### config.mk
export PLATFORM = sky130hd
export DESIGN_NAME = cpu_bus_if
export DESIGN_NICKNAME = d
export VERILOG_FILES = /design/src/cpu_bus_pkg.sv /design/src/cpu_bus_if.sv
export SDC_FILE = /design/constraint.sdc
export NUM_CORES = 1
export LEC_CHECK = 0
export BUFFER_PORTS_ARGS = -buffer_cell sky130_fd_sc_hd__buf_2
export CAP_MARGIN = 25
export CORE_AREA = 8 8 109 111
export CTS_CLUSTER_DIAMETER = 200
export DETAILED_ROUTE_END_ITERATION = 10
export DIE_AREA = 0 0 117 119
export PLACE_DENSITY = 0.83
export SYNTH_ARGS = -nofsm -noshare
export SYNTH_HDL_FRONTEND = slang
export SYNTH_SLANG_ARGS = --single-unit
### constraint.sdc
create_clock -name core_clk_i -period 2.6 [get_ports core_clk_i]
set_input_delay 0.52 -clock core_clk_i [delete_from_list [all_inputs] [get_ports core_clk_i]]
set_output_delay 0.52 -clock core_clk_i [all_outputs]
set_load 0.03 [all_outputs]
### src/cpu_bus_pkg.sv
// Package of bus constants and the two-flop pin synchroniser
`default_nettype none
package cpu_bus_pkg;
  localparam int unsigned ADDR_W           = 15;
  localparam int unsigned DATA_W           = 16;
  localparam int unsigned SER_ADDR_W       = 12;
  localparam int unsigned SER_CODE_W       = 3;
  // Serial operation codes
  localparam logic [1:0]  SER_OP_INPUT     = 2'h0;
  localparam logic [1:0]  SER_OP_OUTPUT    = 2'h1;
  localparam logic [1:0]  SER_OP_EXT       = 2'h2;
  // Released pin levels, data output enables and the empty serial code
  localparam logic [14:0] ADDR_RELEASED    = 15'h7FFF;
  localparam logic [15:0] DATA_RELEASED    = 16'hFFFF;
  localparam logic [15:0] DATA_OE_ALL      = 16'hFFFF;
  localparam logic [15:0] DATA_OE_NONE     = 16'h0000;
  localparam logic [2:0]  SER_CODE_NONE    = 3'h0;
  // Reset values
  localparam logic [15:0] RDATA_RST        = 16'h0000;
  localparam logic [1:0]  SYNC_RST         = 2'h0;
  // Cycles the serial input is given to settle and pass the synchroniser
  localparam logic [1:0]  SER_SETTLE_CYC   = 2'h3;
endpackage : cpu_bus_pkg

////////////////////////////////////////////////////////////////////////////////

module pin_sync #(
  parameter int unsigned WIDTH = 1,
  parameter logic [WIDTH-1:0] RST_VAL = '0
) (
  // Clock and reset
  input  wire logic             core_clk_i,
  input  wire logic             rst_n_i,
  // Pin side and synchronised side
  input  wire logic [WIDTH-1:0] async_i,
  output var  logic [WIDTH-1:0] sync_o
);
  logic [WIDTH-1:0] meta_q;

  always_ff @(posedge core_clk_i or negedge rst_n_i) begin
    if (!rst_n_i) begin
      meta_q <= RST_VAL;
      sync_o <= RST_VAL;
    end else begin
      meta_q <= async_i;
      sync_o <= meta_q;
    end
  end
endmodule // pin_sync
`default_nettype wire

### src/cpu_bus_if.sv
// External memory and serial I/O bus interface of the processor
//
// Notes on behaviour
// - Fifteen-bit word address out, line zero is the most significant bit.
// - Memory-cycle qualifier active means address lines carry a memory word address.
// - Qualifier inactive means address lines carry the serial I/O bit address.
// - Sixteen-bit two-way data bus, line zero is the most significant bit.
// - Memory writes drive data out; memory reads take data from memory.
// - While bus release is acknowledged, address and data lines float high.
// - On memory reads raise read direction and stop driving data.
// - Read direction stays low otherwise, but is high during bus release.
// - Memory-cycle qualifier is low exactly while a memory address is out.
// - Write strobe is low while write data is driven toward memory.
// - Serial strobe pulses high for output data or an external code.
// - Input operations sample the serial input bit at the given address.
// - Output operations drive serial data, captured when the strobe rises.
// - Release request is granted after the current memory cycle; work resumes later.
// - Without ready the processor waits, raises wait and suspends.
`default_nettype none
module cpu_bus_if (
  // Clock and reset
  input  wire logic        core_clk_i,
  input  wire logic        rst_n_i,
  // Core memory request
  input  wire logic        mem_req_i,
  input  wire logic        mem_we_i,
  input  wire logic [14:0] mem_addr_i,
  input  wire logic [15:0] mem_wdata_i,
  // Core serial request
  input  wire logic        ser_req_i,
  input  wire logic [1:0]  ser_op_i,
  input  wire logic [11:0] ser_addr_i,
  input  wire logic        ser_out_bit_i,
  input  wire logic [2:0]  ext_code_i,
  // Core answers
  output var  logic        done_o,
  output var  logic [15:0] rdata_o,
  output var  logic        ser_in_bit_o,
  // Address and data pins
  output var  logic [0:14] addr_o,
  output var  logic [0:15] data_o,
  output var  logic [0:15] data_oe_o,
  input  wire logic [0:15] data_i,
  // Bus control pins
  output var  logic        memory_cycle_n_o,
  output var  logic        read_direction_o,
  output var  logic        write_en_n_o,
  output var  logic        wait_o,
  input  wire logic        ready_i,
  input  wire logic        bus_release_req_n_i,
  output var  logic        bus_release_ack_o,
  // Serial I/O pins
  output var  logic        serial_io_strobe_o,
  output var  logic        serial_io_out_o,
  input  wire logic        serial_io_in_i
);

  typedef enum logic [2:0] {
    ST_IDLE, ST_MEM, ST_SER_SET, ST_SER_STROBE, ST_SER_WAIT, ST_HOLD
  } bus_state_e;

  ////////////////////////////////////////////////////////////////////////////
  // Pin synchronisers

  logic        ready_s;
  logic        hold_n_s;
  logic        ser_in_s;
  logic [15:0] data_s;

  pin_sync #(.WIDTH(3), .RST_VAL(3'h2)) u_ctl_sync (
    .core_clk_i (core_clk_i),
    .rst_n_i    (rst_n_i),
    .async_i    ({ready_i, bus_release_req_n_i, serial_io_in_i}),
    .sync_o     ({ready_s, hold_n_s, ser_in_s})
  );

  pin_sync #(.WIDTH(16), .RST_VAL(16'h0000)) u_data_sync (
    .core_clk_i (core_clk_i),
    .rst_n_i    (rst_n_i),
    .async_i    (data_i),
    .sync_o     (data_s)
  );

  ////////////////////////////////////////////////////////////////////////////
  // Sequencer

  bus_state_e  state_q, state_d;
  logic        we_q, we_d;
  logic [14:0] maddr_q, maddr_d;
  logic [15:0] wdata_q, wdata_d;
  logic [1:0]  op_q, op_d;
  logic [14:0] saddr_q, saddr_d;
  logic        sbit_q, sbit_d;
  logic [1:0]  cnt_q, cnt_d;

  always_comb begin
    state_d = state_q;
    we_d    = we_q;
    maddr_d = maddr_q;
    wdata_d = wdata_q;
    op_d    = op_q;
    saddr_d = saddr_q;
    sbit_d  = sbit_q;
    cnt_d   = cnt_q;
    case (state_q)
      ST_IDLE: begin
        if (!hold_n_s) begin
          state_d = ST_HOLD;
        end else if (mem_req_i) begin
          state_d = ST_MEM;
          we_d    = mem_we_i;
          maddr_d = mem_addr_i;
          wdata_d = mem_wdata_i;
        end else if (ser_req_i) begin
          state_d = ST_SER_SET;
          op_d    = ser_op_i;
          sbit_d  = ser_out_bit_i;
          saddr_d = {(ser_op_i == cpu_bus_pkg::SER_OP_EXT) ? ext_code_i
                                                           : cpu_bus_pkg::SER_CODE_NONE,
                     ser_addr_i};
        end
      end
      ST_MEM: begin
        if (ready_s) begin
          state_d = ST_IDLE;
        end
      end
      ST_SER_SET: begin
        cnt_d   = cpu_bus_pkg::SER_SETTLE_CYC;
        state_d = (op_q == cpu_bus_pkg::SER_OP_INPUT) ? ST_SER_WAIT : ST_SER_STROBE;
      end
      ST_SER_STROBE: begin
        state_d = ST_IDLE;
      end
      ST_SER_WAIT: begin
        cnt_d = cnt_q - 2'h1;
        if (cnt_q == 2'h1) begin
          state_d = ST_IDLE;
        end
      end
      ST_HOLD: begin
        if (hold_n_s) begin
          state_d = ST_IDLE;
        end
      end
      default: begin
        state_d = ST_IDLE;
      end
    endcase
  end

  always_ff @(posedge core_clk_i or negedge rst_n_i) begin
    if (!rst_n_i) begin
      state_q <= ST_IDLE;
      we_q    <= 1'b0;
      maddr_q <= cpu_bus_pkg::ADDR_RELEASED;
      wdata_q <= cpu_bus_pkg::DATA_RELEASED;
      op_q    <= cpu_bus_pkg::SER_OP_INPUT;
      saddr_q <= cpu_bus_pkg::ADDR_RELEASED;
      sbit_q  <= 1'b1;
      cnt_q   <= 2'h0;
    end else begin
      state_q <= state_d;
      we_q    <= we_d;
      maddr_q <= maddr_d;
      wdata_q <= wdata_d;
      op_q    <= op_d;
      saddr_q <= saddr_d;
      sbit_q  <= sbit_d;
      cnt_q   <= cnt_d;
    end
  end

  ////////////////////////////////////////////////////////////////////////////
  // Pin outputs, registered from the next state; wait is registered from the current state

  logic mem_d;
  logic ser_d;
  logic rel_d;
  assign mem_d = (state_d == ST_MEM);
  assign ser_d = (state_d == ST_SER_SET) || (state_d == ST_SER_STROBE) ||
                 (state_d == ST_SER_WAIT);
  assign rel_d = (state_d == ST_HOLD);

  always_ff @(posedge core_clk_i or negedge rst_n_i) begin
    if (!rst_n_i) begin
      addr_o            <= cpu_bus_pkg::ADDR_RELEASED;
      data_o            <= cpu_bus_pkg::DATA_RELEASED;
      data_oe_o         <= cpu_bus_pkg::DATA_OE_NONE;
      memory_cycle_n_o  <= 1'b1;
      read_direction_o  <= 1'b0;
      write_en_n_o      <= 1'b1;
      bus_release_ack_o <= 1'b0;
    end else if (rel_d) begin
      addr_o            <= cpu_bus_pkg::ADDR_RELEASED;
      data_o            <= cpu_bus_pkg::DATA_RELEASED;
      data_oe_o         <= cpu_bus_pkg::DATA_OE_NONE;
      memory_cycle_n_o  <= 1'b1;
      read_direction_o  <= 1'b1;
      write_en_n_o      <= 1'b1;
      bus_release_ack_o <= 1'b1;
    end else begin
      addr_o            <= mem_d ? maddr_d : saddr_d;
      data_o            <= (mem_d && we_d) ? wdata_d : cpu_bus_pkg::DATA_RELEASED;
      data_oe_o         <= (mem_d && we_d) ? cpu_bus_pkg::DATA_OE_ALL
                                           : cpu_bus_pkg::DATA_OE_NONE;
      memory_cycle_n_o  <= !mem_d;
      read_direction_o  <= mem_d && !we_d;
      write_en_n_o      <= !(mem_d && we_d);
      bus_release_ack_o <= 1'b0;
    end
  end

  always_ff @(posedge core_clk_i or negedge rst_n_i) begin
    if (!rst_n_i) begin
      serial_io_strobe_o <= 1'b0;
      serial_io_out_o    <= 1'b1;
      wait_o             <= 1'b0;
    end else begin
      serial_io_strobe_o <= (state_d == ST_SER_STROBE);
      serial_io_out_o    <= (ser_d && op_d == cpu_bus_pkg::SER_OP_OUTPUT) ? sbit_d : 1'b1;
      wait_o             <= (state_q == ST_MEM) && !ready_s;
    end
  end

  ////////////////////////////////////////////////////////////////////////////
  // Core answers

  always_ff @(posedge core_clk_i or negedge rst_n_i) begin
    if (!rst_n_i) begin
      done_o       <= 1'b0;
      rdata_o      <= cpu_bus_pkg::RDATA_RST;
      ser_in_bit_o <= 1'b0;
    end else begin
      done_o <= (state_q != ST_IDLE) && (state_q != ST_HOLD) && (state_d == ST_IDLE);
      if (state_q == ST_MEM && ready_s && !we_q) begin
        rdata_o <= data_s;
      end
      if (state_q == ST_SER_WAIT && cnt_q == 2'h1) begin
        ser_in_bit_o <= ser_in_s;
      end
    end
  end

  ////////////////////////////////////////////////////////////////////////////
  // Assertions

  a_release_floats_bus: assert property (@(posedge core_clk_i) disable iff (!rst_n_i)
    bus_release_ack_o |-> (addr_o == cpu_bus_pkg::ADDR_RELEASED) && (data_oe_o == '0)
      && memory_cycle_n_o && write_en_n_o && read_direction_o)
    else $error("bus not released during acknowledge");

  a_read_no_drive: assert property (@(posedge core_clk_i) disable iff (!rst_n_i)
    (read_direction_o && !bus_release_ack_o) |-> (data_oe_o == '0) && !memory_cycle_n_o
      && write_en_n_o)
    else $error("data driven during read");

  a_dir_low_otherwise: assert property (@(posedge core_clk_i) disable iff (!rst_n_i)
    (!bus_release_ack_o && (memory_cycle_n_o || !write_en_n_o)) |-> !read_direction_o)
    else $error("read direction high outside read");

  a_write_drives_data: assert property (@(posedge core_clk_i) disable iff (!rst_n_i)
    !write_en_n_o |-> (data_oe_o == '1) && !memory_cycle_n_o)
    else $error("write strobe without data drive");

  a_strobe_one_cycle: assert property (@(posedge core_clk_i) disable iff (!rst_n_i)
    $rose(serial_io_strobe_o) |=> !serial_io_strobe_o && memory_cycle_n_o)
    else $error("serial strobe not a single pulse");

  a_strobe_io_addr: assert property (@(posedge core_clk_i) disable iff (!rst_n_i)
    serial_io_strobe_o |-> memory_cycle_n_o && $stable(addr_o) && $stable(serial_io_out_o))
    else $error("serial data or address moved at strobe");

  a_wait_in_mem: assert property (@(posedge core_clk_i) disable iff (!rst_n_i)
    wait_o |-> !memory_cycle_n_o && $past(!ready_s))
    else $error("wait without pending memory cycle");

  a_hold_entry: assert property (@(posedge core_clk_i) disable iff (!rst_n_i)
    (state_q == ST_IDLE && !hold_n_s) |=> bus_release_ack_o)
    else $error("release not acknowledged");

  a_mem_done_timing: assert property (@(posedge core_clk_i) disable iff (!rst_n_i)
    (state_q == ST_MEM && ready_s) |=> done_o && memory_cycle_n_o)
    else $error("memory cycle did not end on ready");

  a_input_sample: assert property (@(posedge core_clk_i) disable iff (!rst_n_i)
    (state_q == ST_SER_SET && op_q == cpu_bus_pkg::SER_OP_INPUT) |-> ##4 done_o
      && memory_cycle_n_o)
    else $error("serial input not sampled in time");

endmodule // cpu_bus_if
`default_nettype wire

==> results of run 1 <==
-- power groups by stage --
stage	registers, W	clock network, W	logic [W]
2_1_floorplan	0.00450	0	0.00164
5_1_grt	0.00392	0.00273	0.00326
4_1_cts	0.00384	0.00263	0.00310
3_5_place_dp	0.00386	0	0.00308
3_3_place_gp	0.00383	0	0.00296
6_report	0.00383	0.00257	0.00305
-- flip-flops by register name, summed over array words and instances (netlist names), 2 cells and up --
register and cells:
data_o 16, rdata_o 16, u_data_sync.meta_q 16, u_data_sync.sync_o 16
wdata_q 16, addr_o 15, maddr_q 15, saddr_q 15
state_q 3, u_ctl_sync.meta_q 3, u_ctl_sync.sync_o 3, cnt_q 2
op_q 2
-- worst max-delay path by stage --
stage,slack (ns),start,endpoint
5_1_grt,0.28,state_q[0],data_o[5]
3_3_place_gp,0.49,mem_req_i,data_o[0]
3_5_place_dp,0.43,mem_req_i,data_o[0]
2_1_floorplan,0.89,u_ctl_sync.sync_o[1],data_o[6]
6_report,0.44,state_q[0],data_o[9]
4_1_cts,0.42,state_q[0],data_o[5]
-- area by class of cell --
type	count	area, um2
diodes	1	2.50
inverters	23	86.3
clock inverters	10	165
flip-flops and latches	150	3860
fillers	710	3120
clock buffers	22	474
repair buffers	153	822
multi-input cells	156	1390
well taps	136	170
-- kinds of logic (layout without fill, tap and decap cells) --
kind of cell,after synthesis,in the layout
buf+inv,52,208
compound gates,30,30
mux,65,65
fa+ha+maj,1,1
simple gates,60,60
flops,150,150
other cells,0,1
-- placed cells by master, fill, tap and decap left out, drive strengths merged, types with 6 or more instances in the layout --
master and n:
inv 25, mux2i 17, buf 152, dfrtp 67, clkbuf 22, nand2 15
a21oi 6, a2bb2oi 12, mux2 48, dfstp 83, or3b 15, nor2 8
-- per-stage QoR --
step | cells | hold slack (ns)
after CTS | 650 | 0.0853
after global routing | 651 | 0.0826
after floorplan | 358 | 0.224
after global placement | 617 | 0.333
final | 651 | 0.112
after detailed placement | 617 | 0.335
-- routing by layer --
layer | vias to the layer above | global-route usage, %
met5 | - | 0
met4 | 0 | 5.36
met3 | 10 | 5.71
met2 | 88 | 28.0
met1 | 1624 | 20.6
li1 | 1483 | -
==> metrics.cfg, run 1 <==
[finish]
syn2layout_area_growth_pct = 25.8
nets = 575
stdcell_area_um2 = 6970
final_util_pct = 69.1
drive_gt1_share_pct = 62.6

[drt]
wl_per_cell_um = 17.4
dr_wl_met3_um = 725
drc = 0
highest-signal-layer = met4
wl_met2_mm = 5.90
dr_total_vias = 3205
via_per_inst = 4.92
ant_nets = 0
met1_length_mm = 4.57
wl_mm = 11.3
drt_iter0_drc = 152
dr.pass1.iters = 4

[synthesis]
synth_nets = 432
synth_edf_count = 0
ys_ff_latch = 150
synth_top_family_by_area = multiplexers
synth_area_um2 = 5540
yosysTopAreaCellShare_pct = 39.3
yosys.area_share.simple_pct = 7.00
ys_types = 37
ys_warn_count = 0
syn_inst = 358
async_flop_share_pct = 100
synthTopCellsByArea = dfstp_2 39%, dfrtp_1 30%, mux2_2 6.9%
synth_common_cells = 83 x dfstp_2, 67 x dfrtp_1, 34 x mux2_2
synth_xor_area_share_pct = 0
synth-compound-area-share_pct = 4.13
synthMuxAreaShare_pct = 13.8
synth_most_common_cell = dfstp_2
ys.flop_type = dfstp_2
avgSynthCellArea_um2 = 15.5
synthAdderAreaFrac_pct = 0.226
seq_area_frac_synth_pct = 69.6
synth_top_cell_by_area = dfstp_2

[floorplan]
coreArea_um2 = 10100
initial_core_util_pct = 54.9
io_pins = 145
die-area_um2 = 13900
rows = 37
die_w_um = 117
fp.dieH_um = 119

[power]
power_w = 0.00946
powerDensity_nw_per_um2 = 1360
irDropWorstVdd_mv = 0.769
switchingPower_w = 0.00310
power_frac_clock_pct = 27.2
p_sw_share_pct = 32.8
p_seq_share_pct = 40.5
p_leak_nw = 3.39
p_comb_share_pct = 32.3
p_int_w = 0.00636

[cts]
clock_latency_ns = 0.51
cts_setup_buffers = 0
cts_resized = 0
hold_buffers = 1
tritoncts = done
cts_buffer_depth = 2
clock-sinks = 150
cts_root_buffer = clkbuf_8
clk_pin_slew_ns = 0.06
cts_made_buffers = 17
htreeDepth = 4

[grt]
antenna_found_initial = 1
grt_pass1_vias = 3545
overflow = 0
grtUsageTotal_pct = 17.0
grt_max_degree = 62
grt_pass1_wl_mm = 18.1

[worst_setup_path]
critical_path_buf_inv_count = 1
critPathSlowestCell = dfrtp_1
r2r_end = data_o[9]
arrival_ns = 2.58
critPathLaunchType = flip-flop
rr_startpoint = state_q[0]
required_ns = 3.02
reg2reg_slack_ns = 0.44
crit_chain = and2b_2 -> nand3_2 -> buf_12 -> mux2_4 -> or3b_1
path_max_fanout = 14
slowest_delay_ns = 0.51
crit_type = flip-flop to flip-flop
crit_path_end_kind = flip-flop
crit_family = simple AND/OR/NAND/NOR gates
reg2reg_depth = 5
path_depth = 5

[timing]
drv_slew = 0
setup_viol_count_final = 0
fmaxAchievable_mhz = 463
rsz0062_at_grt = false
max_slew.worst_pin.slew_ns = 0.916
finalCritPeriodShare_pct = 83.0
relSlewSlack_pct = 38.8
layout_setup_ws_ns = 0.441
period_minus_slack_ns = 2.16
clock_skew_ns = 0.00746
hold_viol_final = 0
final.setup.tns_ns = 0

[job]
drv_cap = 0

[hold_path]
min_from = bus_release_req_n_i
holdPathStages = 1
hold_class = input pin to flip-flop
holdPathEnd = u_ctl_sync.meta_q[1]

[placement]
hpwlAfterDp_mm = 8.01
dp_slack_ns = 0.431
placed_cell_area_um2 = 6320
portBuffers = 144
gp_congestion = 0.770

[run_status]
outcome = finished clean

Note: power is estimated with default switching activity, not from simulation.
==> inputs of run 2 (changes only) <==
--- a/config.mk
+++ b/config.mk
@@ -7,11 +7,11 @@
 export LEC_CHECK = 0
 export BUFFER_PORTS_ARGS = -buffer_cell sky130_fd_sc_hd__buf_2
 export CAP_MARGIN = 25
-export CORE_AREA = 8 8 109 111
+export CORE_AREA = 8 8 118 120
 export CTS_CLUSTER_DIAMETER = 200
 export DETAILED_ROUTE_END_ITERATION = 10
-export DIE_AREA = 0 0 117 119
-export PLACE_DENSITY = 0.83
+export DIE_AREA = 0 0 126 128
+export PLACE_DENSITY = 0.74
 export SYNTH_ARGS = -nofsm -noshare
 export SYNTH_HDL_FRONTEND = slang
 export SYNTH_SLANG_ARGS = --single-unit
==> constraint.sdc (replaced) <==
create_clock -name core_clk_i -period 1.9 [get_ports core_clk_i]
set_input_delay 0.38 -clock core_clk_i [delete_from_list [all_inputs] [get_ports core_clk_i]]
set_output_delay 0.38 -clock core_clk_i [all_outputs]
set_load 0.03 [all_outputs]
==> metrics.cfg, run 2 (synthesis gave the netlist of run 1 again) <==
[floorplan]
io_pins = 145  ; unchanged
rows = 41  ; +11%
fp.dieH_um = 128  ; +7.6%
coreArea_um2 = 12200  ; +21%
die_w_um = 126  ; +7.7%
initial_core_util_pct = 45.4  ; -9.5 points
die-area_um2 = 16100  ; +16%

[power]
powerDensity_nw_per_um2 = 1830  ; +35%
p_sw_share_pct = 32.6  ; -0.17 points
irDropWorstVdd_mv = 0.952  ; +24%
switchingPower_w = 0.00422  ; +36%
p_comb_share_pct = 33.6  ; +1.3 points
power_w = 0.0129  ; +37%
p_int_w = 0.00871  ; +37%
p_leak_nw = 3.43  ; +1.3%
p_seq_share_pct = 40.1  ; -0.4 points
power_frac_clock_pct = 26.3  ; -0.9 points

[drt]
via_per_inst = 4.76  ; -3.4%
ant_nets = 0  ; unchanged
dr_total_vias = 3207  ; +0.062%
wl_mm = 11.4  ; +0.67%
drc = 0  ; unchanged
dr.pass1.iters = 4  ; unchanged
drt_iter0_drc = 137  ; -9.9%
wl_per_cell_um = 16.9  ; -2.8%

[timing]
whs_ns = 0.0706  ; -0.0417 ns
drv_slew = 0  ; unchanged
relSlewSlack_pct = 78.4  ; +40 points
final.setup.tns_ns = 0  ; unchanged
clock_skew_ns = 0.00920  ; +0.00174 ns
hold_viol_final = 0  ; unchanged
setup_viol_count_final = 0  ; unchanged
max_slew.worst_pin.slew_ns = 0.324  ; -0.593 ns
fmaxAchievable_mhz = 550  ; +19%
finalCritPeriodShare_pct = 95.7  ; +13 points
rsz0062_at_grt = false
period_minus_slack_ns = 1.82  ; -0.341 ns

[worst_setup_path]
slowest_delay_ns = 0.56  ; +0.05 ns
crit_family = simple AND/OR/NAND/NOR gates
crit_chain = and2b_2 -> nand3_4 -> buf_8 -> mux2_4 -> or3b_1
arrival_ns = 2.15  ; -0.43 ns
reg2reg_slack_ns = 0.08  ; -0.36 ns
critPathLaunchType = flip-flop
required_ns = 2.23  ; -0.79 ns
crit_type = flip-flop to flip-flop
crit_path_end_kind = flip-flop
path_max_fanout = 11  ; -3
critPathSlowestCell = dfstp_2
critical_path_buf_inv_count = 1  ; unchanged

[grt]
antenna_found_initial = 1  ; unchanged
grt_pass1_vias = 3636  ; +2.6%
grt_pass1_wl_mm = 18.5  ; +2.1%
grtUsageTotal_pct = 14.9  ; -2.2 points
grt_max_degree = 58  ; -6.5%
overflow = 0  ; unchanged

[finish]
syn2layout_area_growth_pct = 27.5
final_common_cell = buf_2
final_util_pct = 57.9  ; -11 points
mostFrequentLayoutCells = 143 x buf_2, 83 x dfstp_2, 67 x dfrtp_1
num-fill-cells = 973  ; +37%
diodes = 0  ; -1
fin_cells = 674  ; +3.5%
drive_gt1_share_pct = 63.0  ; +0.33 points
nets = 585  ; +1.7%

[cts]
clock-sinks = 150  ; unchanged
cts_setup_buffers = 0  ; unchanged
clock_latency_ns = 0.41  ; -0.10 ns
cts_root_buffer = clkbuf_16
cts_made_buffers = 17  ; unchanged
htreeDepth = 4  ; unchanged
cts_buffer_depth = 2  ; unchanged
clk_pin_slew_ns = 0.06  ; about the same
tritoncts = done

[placement]
gp_congestion = 0.767  ; -0.36%
place_inst = 641  ; +3.9%
hpwlAfterDp_mm = 8.14  ; +1.5%
portBuffers = 144  ; unchanged

[run_status]
outcome = finished clean

[job]
drv_cap = 0  ; unchanged

[hold_path]
hold_class = input pin to flip-flop

==> run 2: changes by cell type in the layout (fill, tap and decap cells not counted), sizes merged <==
cell | before | now
bufinv | 4 | 2
buf | 152 | 162
diode | 1 | 0
clkbuf | 22 | 26
inv | 25 | 23
==> run 2: final timing paths <==
kind                                  startpoint                    end  cells after the start
min                          bus_release_req_n_i   u_ctl_sync.meta_q[1]                      1
min reg2reg                u_data_sync.meta_q[2]  u_data_sync.sync_o[2]                      0
max                         u_ctl_sync.sync_o[1]              data_o[7]                      5
max in group asynchronous                rst_n_i             maddr_q[1]                      3
max reg2reg                 u_ctl_sync.sync_o[1]              data_o[7]                      5
min in group asynchronous                rst_n_i  u_data_sync.meta_q[4]                      2
==> run 2: routing by layer <==
layer / vias to the layer above / GRT usage (%) / part of all wire, %
met5: - / 0 / 0.11
met2: 90 / 25.1 / 52
met3: 13 / 5.87 / 6.0
met1: 1605 / 16.6 / 41
met4: 2 / 5.73 / 1.2
li1: 1497 / - / -
==> run 2: metrics by stage <==
step	setup slack, ns	area (um2)
global route	0.0141	7070
detailed placement	0.0263	6420
floorplan	0.187	5540
CTS	0.0160	7050
finish	0.0818	7070
global placement	0.0741	6420
==> run 2: final cells by class <==
cell class                      count  area (um2)  area share [%]
Timing Repair Buffer              163         917            13.0
Clock buffer                       26         532            7.52
Sequential cell                   150        3860            54.6
Inverter                           23        86.3            1.22
Tap cell                          150         188            2.66
Clock inverter                      6        86.3            1.22
Multi-Input combinational cell    156        1400            19.8
==> run 2: what timing repair did <==
item | in CTS | in global routing
endpoints found under the setup margin | 0 | 11
endpoints found under the hold margin | 23 | 0
gates resized for setup | 0 | 3
hold buffers | 1 | 0
==> run 2: power by group through the flow <==
| stage | combinational [W] | sequential [W] | clock [W] |
|---|---|---|---|
| after CTS | 0.00439 | 0.00520 | 0.00349 |
| after global placement | 0.00426 | 0.00519 | 0 |
| after detailed placement | 0.00437 | 0.00524 | 0 |
| final | 0.00435 | 0.00518 | 0.00340 |
| after global routing | 0.00468 | 0.00531 | 0.00364 |
| after floorplan | 0.00224 | 0.00616 | 0 |
==> inputs of run 3 (changes only) <==
--- a/config.mk
+++ b/config.mk
@@ -5,7 +5,7 @@
 export SDC_FILE = /design/constraint.sdc
 export NUM_CORES = 1
 export LEC_CHECK = 0
-export BUFFER_PORTS_ARGS = -buffer_cell sky130_fd_sc_hd__buf_2
+export BUFFER_PORTS_ARGS = -buffer_cell sky130_fd_sc_hd__buf_4
 export CAP_MARGIN = 25
 export CORE_AREA = 8 8 118 120
 export CTS_CLUSTER_DIAMETER = 200
==> metrics.cfg, run 3 (synthesis gave the netlist of run 1 again) <==
[run_status]
outcome = finished clean

[grt]
grt_max_degree = 51  ; -12%
overflow = 0  ; unchanged
grt_pass1_vias = 3531  ; -2.9%
grtUsageTotal_pct = 14.6  ; -0.23 points
grt_pass1_wl_mm = 18.1  ; -2.3%
antenna_found_initial = 0  ; -1

[timing]
final.setup.tns_ns = 0  ; unchanged
clock_skew_ns = 0.00797  ; -0.00122 ns
rsz0062_at_grt = false
layout_setup_ws_ns = 0.0921  ; +0.0103 ns
setup_viol_count_final = 0  ; unchanged
relSlewSlack_pct = 67.0  ; -11 points
hold_viol_final = 0  ; unchanged
fmaxAchievable_mhz = 553  ; +0.57%
period_minus_slack_ns = 1.81  ; -0.0103 ns
finalCritPeriodShare_pct = 95.2  ; -0.54 points
max_slew.worst_pin.slew_ns = 0.496  ; +0.172 ns
drv_slew = 0  ; unchanged

[finish]
mostFrequentLayoutCells = 154 x buf_4, 83 x dfstp_2, 67 x dfrtp_1
num-fill-cells = 943  ; -3.1%
syn2layout_area_growth_pct = 33.9
drive_gt1_share_pct = 62.8  ; -0.19 points
multi_input_area_um2 = 1400  ; unchanged
nets = 585  ; unchanged
diodes = 0  ; unchanged
regArea_um2 = 3860  ; unchanged
final_common_cell = buf_4

[drt]
drc = 0  ; unchanged
dr_total_vias = 3243  ; +1.1%
drt_iter0_drc = 162  ; +18%
wl_per_cell_um = 16.9  ; about the same
wl_mm = 11.4  ; about the same
ant_nets = 0  ; unchanged
dr.pass1.iters = 5  ; +1
via_per_inst = 4.81  ; +1.1%

[power]
power_w = 0.0131  ; +1.7%
powerDensity_nw_per_um2 = 1770  ; -3.2%
irDropWorstVdd_mv = 0.795  ; -16%
p_leak_nw = 3.56  ; +3.6%

[hold_path]
hold_class = input pin to flip-flop
min_from = bus_release_req_n_i
holdPathStages = 1  ; unchanged
holdPathEnd = u_ctl_sync.meta_q[1]

[worst_setup_path]
crit_family = simple AND/OR/NAND/NOR gates
arrival_ns = 2.14  ; about the same
critical_path_buf_inv_count = 1  ; unchanged
crit_type = flip-flop to flip-flop
r2r_end = data_o[9]
rr_startpoint = u_ctl_sync.sync_o[1]
reg2reg_depth = 5  ; unchanged
slowest_delay_ns = 0.56  ; about the same
critPathLaunchType = flip-flop
path_max_fanout = 11  ; unchanged
reg2reg_slack_ns = 0.09  ; about the same
critPathSlowestCell = dfstp_2
crit_path_end_kind = flip-flop
required_ns = 2.23  ; about the same
crit_chain = and2b_2 -> nand3_4 -> buf_8 -> mux2_4 -> or3b_1

[cts]
clock_latency_ns = 0.41  ; about the same
clk_pin_slew_ns = 0.06  ; about the same
cts_setup_buffers = 0  ; unchanged
clock-sinks = 150  ; unchanged
tritoncts = done
htreeDepth = 4  ; unchanged
cts_buffer_depth = 2  ; unchanged
cts_root_buffer = clkbuf_16
cts_made_buffers = 17  ; unchanged

[floorplan]
rows = 41  ; unchanged
coreArea_um2 = 12200  ; unchanged
io_pins = 145  ; unchanged
fp.dieH_um = 128  ; unchanged
initial_core_util_pct = 45.4  ; unchanged
die-area_um2 = 16100  ; unchanged
die_w_um = 126  ; unchanged

[job]
drv_cap = 0  ; unchanged

[placement]
gp_congestion = 0.765  ; -0.31%
dp_slack_ns = 0.0258  ; -0.000534 ns
hpwlAfterDp_mm = 8.19  ; +0.70%
portBuffers = 144  ; unchanged

[run 3: per-stage QoR]
stage          cells  area, um2  hold WS, ns  util, %
3_5_place_dp     641       6820        0.336     55.9
5_1_grt          674       7420       0.0458     60.8
4_1_cts          674       7410       0.0479     60.7
2_1_floorplan    358       5540       0.0844        -
6_report         674       7420       0.0685     60.8
3_3_place_gp     641       6820        0.332     55.9
[run 3: per-layer routing]
metal  global-route usage, %  part of all wire (%)  routed length, um
met4                    5.94                   1.1                126
met5                       0                     0                  0
met3                    6.61                   7.2                819
met1                    15.8                    39               4410
met2                    24.6                    53               6030
[run 3: layout make-up]
type / instances / share of cell area, %
Inverter: 23 / 1.16
Timing Repair Buffer: 163 / 17.7
Clock buffer: 24 / 6.51
Clock inverter: 8 / 1.30
Tap cell: 150 / 2.53
Multi-Input combinational cell: 156 / 18.9
Sequential cell: 150 / 52.0
[run 3: worst register-to-register path: stages, from the launching register on]
cell and delay, ns:
dfstp_2 0.56, and2b_2 0.22, nand3_4 0.11, buf_8 0.17, mux2_4 0.31, or3b_1 0.36
[run 3: what timing repair did]
| action | in CTS | in global routing |
|---|---|---|
| hold buffers | 1 | 0 |
| setup endpoints to repair | 0 | 11 |
| resized for setup | 0 | 3 |
| endpoints found under the hold margin | 42 | 0 |
[run 3: how the worst max path moves through the flow]
stage                              start         end  slack (ns)  depth (start not counted)
floorplan           u_ctl_sync.sync_o[1]   data_o[6]        0.19                          5
CTS                 u_ctl_sync.sync_o[1]   data_o[9]        0.02                          5
detailed placement  u_ctl_sync.sync_o[1]   data_o[9]        0.03                          5
finish              u_ctl_sync.sync_o[1]   data_o[9]        0.09                          5
global route        u_ctl_sync.sync_o[1]   data_o[9]        0.03                          5
global placement    u_ctl_sync.sync_o[1]  data_o[10]        0.08                          5
[run 3: power by group]
part	leakage [nW]	total, W	switching [W]	internal (W)
registers	1.67	0.00521	0.000408	0.00480
clock network	0.283	0.00323	0.00119	0.00204
logic	1.60	0.00471	0.00261	0.00209
